`src/siowa_pkg.sv`:
```
// constants, field layouts and carrier types of the slave i/o word allocator
package siowa_pkg;

    // ==========================================================
    // geometry
    localparam int SIOWA_SLOTS = 16;
    localparam int SIOWA_NARROW_SLOTS = 8;

    // ==========================================================
    // register byte addresses
    localparam logic [7:0] SIOWA_ADDR_CTRL = 8'h00;
    localparam logic [7:0] SIOWA_ADDR_STATUS = 8'h04;
    localparam logic [7:0] SIOWA_ADDR_ACTIVE = 8'h08;
    localparam logic [7:0] SIOWA_ADDR_ERROR = 8'h0c;
    localparam logic [7:0] SIOWA_OUT_BASE = 8'h10;
    localparam logic [7:0] SIOWA_IN_BASE = 8'h30;
    localparam logic [7:0] SIOWA_AREA_SPAN = 8'h20;
    localparam logic [7:0] SIOWA_CFG_BASE = 8'h80;
    localparam logic [7:0] SIOWA_CFG_SPAN = 8'h40;

    // ==========================================================
    // field positions and reset values
    localparam int SIOWA_CTRL_RUN = 0;
    localparam int SIOWA_CTRL_WIDE = 1;
    localparam int SIOWA_CTRL_RESTART = 2;
    localparam logic SIOWA_RUN_RST = 1'b0;
    localparam logic SIOWA_WIDE_RST = 1'b0;
    localparam logic [31:0] SIOWA_UNMAPPED_RD = 32'h0000_0000;
    localparam logic [63:0] SIOWA_NIBBLE_MASK = 64'h0000_0000_0000_000f;

    // ==========================================================
    // point counts of a slave
    typedef enum logic [2:0] {
        SIOWA_P4 = 3'h0,
        SIOWA_P8 = 3'h1,
        SIOWA_P16 = 3'h2,
        SIOWA_P32 = 3'h3,
        SIOWA_P48 = 3'h4,
        SIOWA_P64 = 3'h5
    } siowa_size_t;

    function automatic logic [3:0] siowa_slot_count(input siowa_size_t sz);
        logic [3:0] c;
        c = 4'h0;
        case (sz)
            SIOWA_P4: c = 4'h1;
            SIOWA_P8: c = 4'h1;
            SIOWA_P16: c = 4'h2;
            SIOWA_P32: c = 4'h4;
            SIOWA_P48: c = 4'h6;
            SIOWA_P64: c = 4'h8;
            default: c = 4'h0;
        endcase
        return c;
    endfunction

    // ==========================================================
    // carriers
    typedef struct packed {
        logic en;
        logic in_dir;
        logic out_dir;
        siowa_size_t size;
        logic [3:0] node;
    } siowa_cfg_t;

    typedef struct packed {
        logic read;
        logic write;
        logic [7:0] address;
        logic [3:0] byteenable;
        logic [31:0] writedata;
    } siowa_avm_req_t;

    typedef struct packed {
        logic valid;
        logic [3:0] entry;
        logic ok;
        logic [63:0] in_data;
    } siowa_link_req_t;

    typedef struct packed {
        logic valid;
        logic accepted;
        logic [63:0] out_data;
    } siowa_link_rsp_t;

    typedef struct packed {
        logic run;
        logic wide;
        logic lamp;
        logic ack;
        logic [31:0] rdata;
        siowa_cfg_t [15:0] cfg;
        logic [127:0] out_area;
        logic [127:0] in_area;
        logic [15:0] act_out;
        logic [15:0] act_in;
        logic [15:0] err_out;
        logic [15:0] err_in;
        siowa_link_rsp_t rsp;
    } siowa_state_t;

endpackage

```
`src/siowa_top.sv`:
```
// slave i/o word allocator: word area, node flags and register slave
//
// Implementation choices: the register offsets and the Avalon-MM slave port.
`timescale 1ns/10ps
module siowa_top #(
    parameter int NARROW_SLOTS = siowa_pkg::SIOWA_NARROW_SLOTS
) (
    input wire logic sys_clk,
    input wire logic rst_n,
    input wire siowa_pkg::siowa_avm_req_t avm,
    output logic [31:0] avs_readdata,
    output logic avs_waitrequest,
    input wire siowa_pkg::siowa_link_req_t link_req,
    output siowa_pkg::siowa_link_rsp_t link_rsp,
    output logic link_participation_lamp
);
    // ==========================================================
    // elaboration check
    if (NARROW_SLOTS < 1 ||
        NARROW_SLOTS > siowa_pkg::SIOWA_SLOTS) begin : g_chk
        $error("narrow slot count out of range");
    end

    siowa_pkg::siowa_state_t s;
    siowa_pkg::siowa_state_t next_s;

    logic [15:0][3:0] base;
    logic [15:0][15:0] slots;
    logic [15:0][63:0] dmask;
    logic [15:0] legal;
    logic [15:0] acc;
    logic [15:0] rej;
    logic [15:0] claim_o;
    logic [15:0] claim_i;
    logic clash;

    logic rd;
    logic wr;
    logic restart;
    logic [7:0] a;
    logic [2:0] oidx;
    logic [2:0] iidx;
    logic [3:0] cidx;
    logic [31:0] cur;
    logic [31:0] merged;
    logic fire;
    logic acc_fire;
    siowa_pkg::siowa_cfg_t fc;
    logic [6:0] sh;
    logic [63:0] f_mask;
    logic [15:0] fo_slots;
    logic [15:0] fi_slots;
    logic [127:0] wmask;
    logic [127:0] wdat;

    function automatic logic [31:0] merge(input logic [31:0] old,
                                          input logic [31:0] wd,
                                          input logic [3:0] be);
        logic [31:0] r;
        r = old;
        for (int b = 0; b < 4; b++) begin
            if (be[b]) begin
                r[b*8 +: 8] = wd[b*8 +: 8];
            end
        end
        return r;
    endfunction

    // ==========================================================
    // span decoders
    for (genvar g = 0; g < siowa_pkg::SIOWA_SLOTS; g++) begin : g_span
        siowa_span #(
            .NARROW_SLOTS(NARROW_SLOTS)
        ) u_span (
            .cfg(s.cfg[g]),
            .wide(s.wide),
            .base(base[g]),
            .slots(slots[g]),
            .dmask(dmask[g]),
            .legal(legal[g])
        );
    end

    // ==========================================================
    // acceptance
    // lower entries win; a later clashing entry is refused whole
    always_comb begin
        claim_o = 16'h0000;
        claim_i = 16'h0000;
        clash = 1'b0;
        for (int i = 0; i < siowa_pkg::SIOWA_SLOTS; i++) begin
            clash = (s.cfg[i].out_dir && (|(claim_o & slots[i]))) ||
                    (s.cfg[i].in_dir && (|(claim_i & slots[i])));
            acc[i] = legal[i] & ~clash;
            if (acc[i] && s.cfg[i].out_dir) begin
                claim_o = claim_o | slots[i];
            end
            if (acc[i] && s.cfg[i].in_dir) begin
                claim_i = claim_i | slots[i];
            end
            rej[i] = s.cfg[i].en & ~acc[i];
        end
    end

    // ==========================================================
    // next state
    always_comb begin
        next_s = s;
        next_s.ack = 1'b0;
        next_s.rsp = '0;
        restart = 1'b0;
        rd = avm.read & ~s.ack;
        wr = avm.write & ~s.ack;
        a = avm.address;
        oidx = 3'((a - siowa_pkg::SIOWA_OUT_BASE) >> 2);
        iidx = 3'((a - siowa_pkg::SIOWA_IN_BASE) >> 2);
        cidx = 4'((a - siowa_pkg::SIOWA_CFG_BASE) >> 2);
        cur = siowa_pkg::SIOWA_UNMAPPED_RD;
        if (a == siowa_pkg::SIOWA_ADDR_CTRL) begin
            cur[siowa_pkg::SIOWA_CTRL_RUN] = s.run;
            cur[siowa_pkg::SIOWA_CTRL_WIDE] = s.wide;
        end else if (a == siowa_pkg::SIOWA_ADDR_STATUS) begin
            cur = {rej, 15'h0, s.lamp};
        end else if (a == siowa_pkg::SIOWA_ADDR_ACTIVE) begin
            cur = {s.act_in, s.act_out};
        end else if (a == siowa_pkg::SIOWA_ADDR_ERROR) begin
            cur = {s.err_in, s.err_out};
        end else if (a >= siowa_pkg::SIOWA_OUT_BASE && a <
                     siowa_pkg::SIOWA_OUT_BASE + siowa_pkg::SIOWA_AREA_SPAN
                     && a[1:0] == 2'h0) begin
            cur = {16'h0000, s.out_area[{oidx, 4'h0} +: 16]};
        end else if (a >= siowa_pkg::SIOWA_IN_BASE && a <
                     siowa_pkg::SIOWA_IN_BASE + siowa_pkg::SIOWA_AREA_SPAN
                     && a[1:0] == 2'h0) begin
            cur = {16'h0000, s.in_area[{iidx, 4'h0} +: 16]};
        end else if (a >= siowa_pkg::SIOWA_CFG_BASE && a <
                     siowa_pkg::SIOWA_CFG_BASE + siowa_pkg::SIOWA_CFG_SPAN
                     && a[1:0] == 2'h0) begin
            cur = {22'h0, s.cfg[cidx]};
        end
        if (rd || wr) begin
            next_s.ack = 1'b1;
        end
        if (rd) begin
            next_s.rdata = cur;
        end
        merged = merge(cur, avm.writedata, avm.byteenable);
        // reads of unmapped or input words return cur; writes there drop
        if (wr) begin
            if (a == siowa_pkg::SIOWA_ADDR_CTRL) begin
                next_s.run = merged[siowa_pkg::SIOWA_CTRL_RUN];
                next_s.wide = merged[siowa_pkg::SIOWA_CTRL_WIDE];
                restart = merged[siowa_pkg::SIOWA_CTRL_RESTART];
            end else if (a >= siowa_pkg::SIOWA_OUT_BASE && a <
                         siowa_pkg::SIOWA_OUT_BASE +
                         siowa_pkg::SIOWA_AREA_SPAN && a[1:0] == 2'h0) begin
                next_s.out_area[{oidx, 4'h0} +: 16] = merged[15:0];
            end else if (a >= siowa_pkg::SIOWA_CFG_BASE && a <
                         siowa_pkg::SIOWA_CFG_BASE +
                         siowa_pkg::SIOWA_CFG_SPAN && a[1:0] == 2'h0) begin
                next_s.cfg[cidx] = siowa_pkg::siowa_cfg_t'(merged[9:0]);
            end
        end
        if (restart) begin
            next_s.act_out = 16'h0000;
            next_s.act_in = 16'h0000;
            next_s.err_out = 16'h0000;
            next_s.err_in = 16'h0000;
            next_s.in_area = '0;
        end
        // link events come after the clear, so a same-cycle event survives
        fire = link_req.valid & s.run;
        fc = s.cfg[link_req.entry];
        acc_fire = fire & acc[link_req.entry];
        sh = {base[link_req.entry], 3'b000};
        f_mask = dmask[link_req.entry];
        fo_slots = (acc_fire && fc.out_dir) ? slots[link_req.entry] : 16'h0;
        fi_slots = (acc_fire && fc.in_dir) ? slots[link_req.entry] : 16'h0;
        wmask = {64'h0, f_mask} << sh;
        wdat = {64'h0, link_req.in_data & f_mask} << sh;
        if (fire) begin
            next_s.rsp.valid = 1'b1;
            next_s.rsp.accepted = acc_fire;
            if (fo_slots != 16'h0) begin
                next_s.rsp.out_data = 64'(s.out_area >> sh) & f_mask;
            end
            next_s.act_out = next_s.act_out | fo_slots;
            next_s.act_in = next_s.act_in | fi_slots;
            if (link_req.ok) begin
                next_s.err_out = next_s.err_out & ~fo_slots;
                next_s.err_in = next_s.err_in & ~fi_slots;
                if (fi_slots != 16'h0) begin
                    next_s.in_area = (next_s.in_area & ~wmask) | wdat;
                end
            end else begin
                next_s.err_out = next_s.err_out | fo_slots;
                next_s.err_in = next_s.err_in | fi_slots;
            end
        end
        next_s.lamp = s.run & ~(|rej);
    end

    // ==========================================================
    // state register
    always_ff @(posedge sys_clk or negedge rst_n) begin
        if (!rst_n) begin
            s <= '0;
            s.run <= siowa_pkg::SIOWA_RUN_RST;
            s.wide <= siowa_pkg::SIOWA_WIDE_RST;
        end else begin
            s <= next_s;
        end
    end

    assign avs_readdata = s.rdata;
    // one wait state on every access
    assign avs_waitrequest = (avm.read | avm.write) & ~s.ack;
    assign link_rsp = s.rsp;
    assign link_participation_lamp = s.lamp;
endmodule

```
`src/siowa_span.sv`:
```
// slot span decoder for one configured slave
`timescale 1ns/10ps
module siowa_span #(
    parameter int NARROW_SLOTS = siowa_pkg::SIOWA_NARROW_SLOTS
) (
    input wire siowa_pkg::siowa_cfg_t cfg,
    input wire logic wide,
    output logic [3:0] base,
    output logic [15:0] slots,
    output logic [63:0] dmask,
    output logic legal
);
    logic [3:0] cnt;
    logic [4:0] last;
    logic [4:0] limit;

    always_comb begin
        cnt = siowa_pkg::siowa_slot_count(cfg.size);
        base = (cnt == 4'h1) ? cfg.node : {cfg.node[3:1], 1'b0};
        last = {1'b0, base} + {1'b0, cnt} - 5'h01;
        limit = wide ? 5'(siowa_pkg::SIOWA_SLOTS) : 5'(NARROW_SLOTS);
        legal = cfg.en & (cfg.out_dir | cfg.in_dir) & (cnt != 4'h0) &
                (last < limit);
        slots = 16'(((32'h1 << cnt) - 32'h1) << base);
        // only the low nibble is live
        if (cfg.size == siowa_pkg::SIOWA_P4) begin
            dmask = siowa_pkg::SIOWA_NIBBLE_MASK;
        end else begin
            dmask = ~(64'hffff_ffff_ffff_ffff << {cnt, 3'b000});
        end
    end
endmodule

```
`config.mk`:
```
export PLATFORM = sky130hd
export DESIGN_NAME = siowa_top
export DESIGN_NICKNAME = d
export VERILOG_FILES = /design/src/siowa_pkg.sv /design/src/siowa_top.sv /design/src/siowa_span.sv
export SDC_FILE = /design/constraint.sdc
export NUM_CORES = 2
export LEC_CHECK = 0
export ABC_AREA = 1
export BUFFER_PORTS_ARGS = -buffer_cell sky130_fd_sc_hd__buf_2
export CELL_PAD_IN_SITES_DETAIL_PLACEMENT = 1
export CELL_PAD_IN_SITES_GLOBAL_PLACEMENT = 1
export CORE_MARGIN = 4
export CORE_UTILIZATION = 45
export CTS_CLUSTER_SIZE = 28
export DETAILED_ROUTE_END_ITERATION = 10
export PLACE_DENSITY = 0.8
export SYNTH_ARGS = -nofsm -noshare
export SYNTH_HDL_FRONTEND = slang
export SYNTH_SLANG_ARGS = --single-unit
```
`constraint.sdc`:
```
create_clock -name sys_clk -period 18.3 [get_ports sys_clk]
set_input_delay 2.745 -clock sys_clk [delete_from_list [all_inputs] [get_ports sys_clk]]
set_output_delay 2.745 -clock sys_clk [all_outputs]
set_load 0.05 [all_outputs]
```
Word level (Yosys, flattened, before mapping)
Cells that the tools add are included.

Bits in registers: 582. Input port bits: 118. Output and inout port bits: 100. Logic and storage cells: 836.

Add/sub/neg operators: 52. Order comparisons: 25. Equality and inequality tests: 99. Shifts and indexed selects: 55. Multiplexer cells: 116. Bitwise operators: 224. Reduce and logical (&&, ||, !) cells: 171.

Operator list (number): two-way mux 64 bit (18); NOT 64 bit (16); << shifter 64 x 7 -> 64 bit (first input constant) (16); two-way mux 16 bit (33); bitwise AND 16 bit (32); bitwise OR 16 bit (32); << shifter 1 x 4 -> 32 bit (first input constant) (16); << shifter 32 x 4 -> 16 bit (16); subtractor 32 x 1 -> 32 bit (second input constant) (16); OR reduction 16 bit (31); case mux 4 bit (5 select lines) (16); two-way mux 258 bit (1); binary-select mux 64 bit (select 4 bit) (1); two-way mux 128 bit (2); indexed part select 128 x 8 -> 16 bit (2); << shifter 64 x 7 -> 128 bit (2); two-way mux 192 bit (1); two-way mux 32 bit (6); bitwise mux 160 bit (1); bitwise AND 128 bit (1); bitwise AND 64 bit (2); bitwise mux 128 bit (1); NOT 128 bit (1); bitwise OR 128 bit (1); 51 further kinds (478).

Depth between registers and ports, before layout
Depth in word-level cells: 142. Mapped depth: 170. Gate-level depth less buffers: 155.

Modules after synthesis
A second synthesis with hierarchy kept.

Cells, all modules: 14134. Area total of the unflattened synthesis: 82391.5 sq um.

Modules (own cells, without submodules): siowa_top (instances 1, cells each 10582, area each 62032.0 sq um, sequential area each 14564.0 sq um); siowa_span (instances 16, cells each 222, area each 1272.5 sq um, sequential area each 0.0 sq um).

Worst setup path before layout
Ideal clock, no wire load.

Path type: register -> register. Start: register s[391] in the netlist's numbering. End: register s[187] in the netlist's numbering. Setup time: 75 ps. Data arrival time: 15448 ps. Setup slack: 2776 ps. Cell stages (with the launch flop): 159. Path buffers: 18. Period minus slack after synthesis: 15524 ps. Cell sequence: dfrtp_1 > buf_2 > nor2_4 > nand2_1 > inv_1 > nor2_1 > ha_1 > inv_1 > ha_1 > nand3_1 > nand2_1 > a21o_1 > xor2_1 > ha_1 > nor2_1 > o211a_1 > nand3_1 > buf_4 > (+123 left out) > nand4_1 > buf_4 > nand2_1 > nand3_1 > nand2_1 > nor2_1 > nand2_1 > o21ai_1 > nand4_1 > nand2_1 > nand2_2 > nand2_4 > nand3_4 > nor2_4 > buf_4 > buf_6 > nand2_1 > o21ai_2.

RTL lines: from (decl) (line siowa_top.sv:24) `siowa_pkg::siowa_state_t s;`; from (signal assigned) (line siowa_top.sv:211) `s <= next_s;`.

==> flow_summary_export.csv <==
group,metric,value,unit
outcome,outcome,"finished with violations",
outcome,violations,"max-capacitance violations, max-slew violations, negative setup slack",
logic_synthesis,synth_area_leader_cell,"dfrtp_1",
worst_setup_path,required,18840,ps
cts,htreeDepth,3,
timing,worst_slew_pin_slew,1550,ps
routing,num_vias,81841,
routing,drt-total-wl,346000,um
logic_synthesis,synth_top_area_share,23.8,%
logic_synthesis,ys_types,62,
worst_setup_path,path_class,"reg2reg",
cts,clk-insertion-delay-late,720,ps
final_layout,drive_gt1_share,16.7,%
place,hpwl,244000,um
die,coreArea,0.135,mm2
worst_setup_path,cp-start-kind,"flop",
timing,fin_hold_ws,488,ps
timing,rsz0062_at_grt,"true",
die,num_io_pins,218,
flow_run,max_cap_violations,5,
cts,cts_sinks,582,
worst_hold_path,worst_hold_path.num_cells,2,
logic_synthesis,syn-num-nets,10783,
timing,finalSetupViolCount,260,
cts,clock_path_buffers,3,
timing,fin_crit_sh,110,%
die,dieArea,0.142,mm2
routing,drc,0,
logic_synthesis,synth_simple_gate_area_share,33.2,%
logic_synthesis,synth_top_family_by_area,"simple AND/OR/NAND/NOR gates",
logic_synthesis,synth-edff-count,0,
grt,grt_overflow,0,
power_and_ir_drop,ir_worst_vdd,0.0000709,V
logic_synthesis,synthAdderAreaFrac,2.47,%
logic_synthesis,synthCells,10544,
power_and_ir_drop,comb_power_share,33.7,%
worst_hold_path,hp-class,"reg2reg",
place,io_buffers,199,
logic_synthesis,synth_seq_cells,582,
place,gp_congestion,1.02,
timing,hold_viol,0,
power_and_ir_drop,intPower,0.00267,W
worst_setup_path,cp_top_family,"simple AND/OR/NAND/NOR gates",
timing,setup_ws,-1830,ps
power_and_ir_drop,leakagePower,36.9,nW
logic_synthesis,seq_area_frac_synth,23.8,%
power_and_ir_drop,total_power,0.00456,W
routing,drt-wirelength-per-cell,27.1,um
die,rows,135,
routing,routed_via_density,6.41,
cts,cts_made_buffers,73,
logic_synthesis,avgSynthCellArea,5.81,um2
die,fp.dieW,377,um
worst_setup_path,cp_max_fo,13,
worst_setup_path,path_depth,153,
grt,antenna_found_initial,15,
routing,drtAntennaViolNets,0,
logic_synthesis,ys_warn_count,0,
worst_setup_path,path_buf_inv,24,
power_and_ir_drop,switchingPower,0.00189,W
die,die_y,377,um
final_layout,nets,11168,
cts,cts_root_buffer,"clkbuf_16",
final_layout,area_delta_synth_final,20.8,%
grt,grt_usage,45.1,%
logic_synthesis,synth_compound_area_share,26.1,%
logic_synthesis,synthArstFlopShare,100,%
worst_setup_path,worst_r2r_path_depth,153,
cts,cts_tree,"yes",
power_and_ir_drop,switching_share,41.4,%
power_and_ir_drop,p_per_area,61.6,mW/mm2
worst_setup_path,arrival,20660,ps
grt,grt_pass1_wl,492000,um
timing,max_freq,49.7,MHz
logic_synthesis,syn_area,0.0613,mm2
grt,grt_pass1_vias,79342,
timing,slew_viol_final,18,
timing,slew_headroom,-3.86,%
cts,postCtsHoldBufs,0,
timing,post-route-min-period,20130,ps
die,start_util,45.3,%
worst_setup_path,cp_slowest_cell,"dfrtp_2",
routing,drtIter0Drc,9885,
worst_setup_path,path_common_cell,"nand2_1",
grt,grt_max_degree,247,
logic_synthesis,synth-main-ff-cell,"dfrtp_1",
logic_synthesis,synthMuxAreaShare,0.637,%
worst_setup_path,end_kind,"flop",
logic_synthesis,synthTopCellsByArea,"dfrtp_1, nand2_1, o21ai_0, inv_1, nor2_1",
cts,clk_pin_slew,70,ps
routing,dr.pass1.iters,9,
power_and_ir_drop,pwr-share-seq,30.5,%
worst_setup_path,worst_path_largest_cell_delay,450,ps
timing,fin_skew,49.8,ps
power_and_ir_drop,p_clk_share,35.7,%
logic_synthesis,synth_xor_area_share,0.400,%
[worst min-delay path, delay by kind of cell (launching register included)]
kind             cells  cell delay, ps
and+or+nand+nor      2             110
DFF                  1             340
[per-layer routing]
| layer | global-route usage [%] | wire length, um | up-vias | share of wire [%] |
|---|---|---|---|---|
| met5 | 0 | 53 | - | 0.015 |
| met4 | 29.3 | 28500 | 8 | 8.2 |
| met3 | 9.69 | 37200 | 1462 | 11 |
| met2 | 69.2 | 149000 | 5049 | 43 |
| met1 | 57.3 | 132000 | 39895 | 38 |
| li1 | - | - | 35427 | - |
[synth_stat cells, types with 20 or more instances]
master	count
or2_2	26
clkinv_1	22
a211oi_1	20
o21bai_1	193
a31oi_1	67
o21ai_1	72
buf_1	55
buf_4	114
a21oi_1	553
o211ai_1	107
clkbuf_1	528
buf_2	64
mux2i_1	39
nor3_1	96
inv_1	1219
a21boi_0	20
o221ai_1	81
a221oi_1	28
xor2_1	24
o22ai_1	90
nand4_1	330
a22oi_1	30
nor2_1	935
o21ai_0	1408
nand3_1	320
nand2_1	3174
dfrtp_1	582
ha_1	121
[cells in the final DEF (no fill, tap or decap), types with 20 or more instances in the layout]
| cell | instances |
|---|---|
| buf_4 | 768 |
| o21ai_0 | 1367 |
| nand2_2 | 140 |
| a21oi_1 | 550 |
| inv_1 | 1204 |
| nor2_4 | 33 |
| nand3_1 | 284 |
| dfrtp_1 | 581 |
| ha_1 | 117 |
| buf_12 | 36 |
| buf_6 | 68 |
| nor3_1 | 64 |
| a211oi_1 | 20 |
| a22oi_1 | 30 |
| buf_2 | 194 |
| nor2_2 | 90 |
| o21ai_2 | 43 |
| or2_2 | 26 |
| nor3_2 | 22 |
| a31oi_1 | 65 |
| o221ai_1 | 81 |
| inv_2 | 20 |
| a221oi_1 | 28 |
| o21bai_2 | 72 |
| o21ai_1 | 73 |
| clkinv_1 | 20 |
| nor2_1 | 835 |
| nand4_1 | 330 |
| o211ai_1 | 107 |
| nand2_1 | 3030 |
| clkbuf_16 | 88 |
| o21bai_4 | 58 |
| xor2_1 | 24 |
| o21bai_1 | 63 |
| nand3_2 | 24 |
| o22ai_1 | 87 |
| mux2i_1 | 39 |
[power groups by stage]
stage                     Combinational, W  Clock (W)  Sequential, W
after global routing               0.00163    0.00167        0.00139
final                              0.00154    0.00163        0.00139
after CTS                          0.00141    0.00161        0.00139
after floorplan                   0.000827          0        0.00137
after global placement             0.00133          0        0.00141
after detailed placement           0.00138          0        0.00141
[worst paths after layout]
| kind | slack (ps) | to | start |
|---|---|---|---|
| worst min register to register | 490 | avs_readdata[5] | avs_readdata[5] |
| worst max register to register | -1830 | s[251] | s[391] |
| max in group asynchronous | 12880 | s[214] | rst_n |
| min in group asynchronous | 2090 | s[519] | rst_n |
| worst min-delay path | 490 | avs_readdata[5] | avs_readdata[5] |
| worst max-delay path | -1830 | s[251] | s[391] |
[state kept, by name (all words and copies together), names as in the netlist]
| name | flops |
|---|---|
| link_rsp | 66 |
| avs_readdata | 32 |
| link_participation_lamp | 1 |
| s | 483 |
[through the flow]
stage / area, um2 / TNS [ps] / std cells / worst slack [ps] / utilization (%)
after floorplan: 61300 / 0 / 10544 / 2780 / -
after global placement: 67600 / -218450 / 12534 / -1150 / 49.9
after detailed placement: 67600 / -404430 / 12534 / -1860 / 49.9
after CTS: 71100 / -205600 / 12688 / -930 / 52.5
after global routing: 74000 / -705710 / 12767 / -2880 / 54.7
final: 74000 / -405000 / 12774 / -1830 / 54.7
[area by class of cell]
cell class	count	area [um2]
diodes	7	17.5
clock buffers	98	2060
clock inverters	34	538
fillers	18727	61300
inverters	1254	4750
multi-input cells	7929	41100
flip-flops and latches	582	14600
well taps	1781	2230
repair buffers	1088	8710
repair inverters	1	6.26
[repair_timing]
item	CTS	global route
endpoints found under the setup margin	260	261
pin swaps	40	171
resized for setup	202	523
setup buffers	19	61
cloned	3	20
[kinds of logic after synthesis]
logic type | Yosys count
AND/OR/NAND/NOR | 4947
AO/OA/AOI/OAI | 2794
buffers and inverters | 2033
flip-flops | 582
adder cells (fa/ha/maj) | 121
multiplexers | 39
XOR/XNOR | 28
Power figures use the tool's default switching activity.
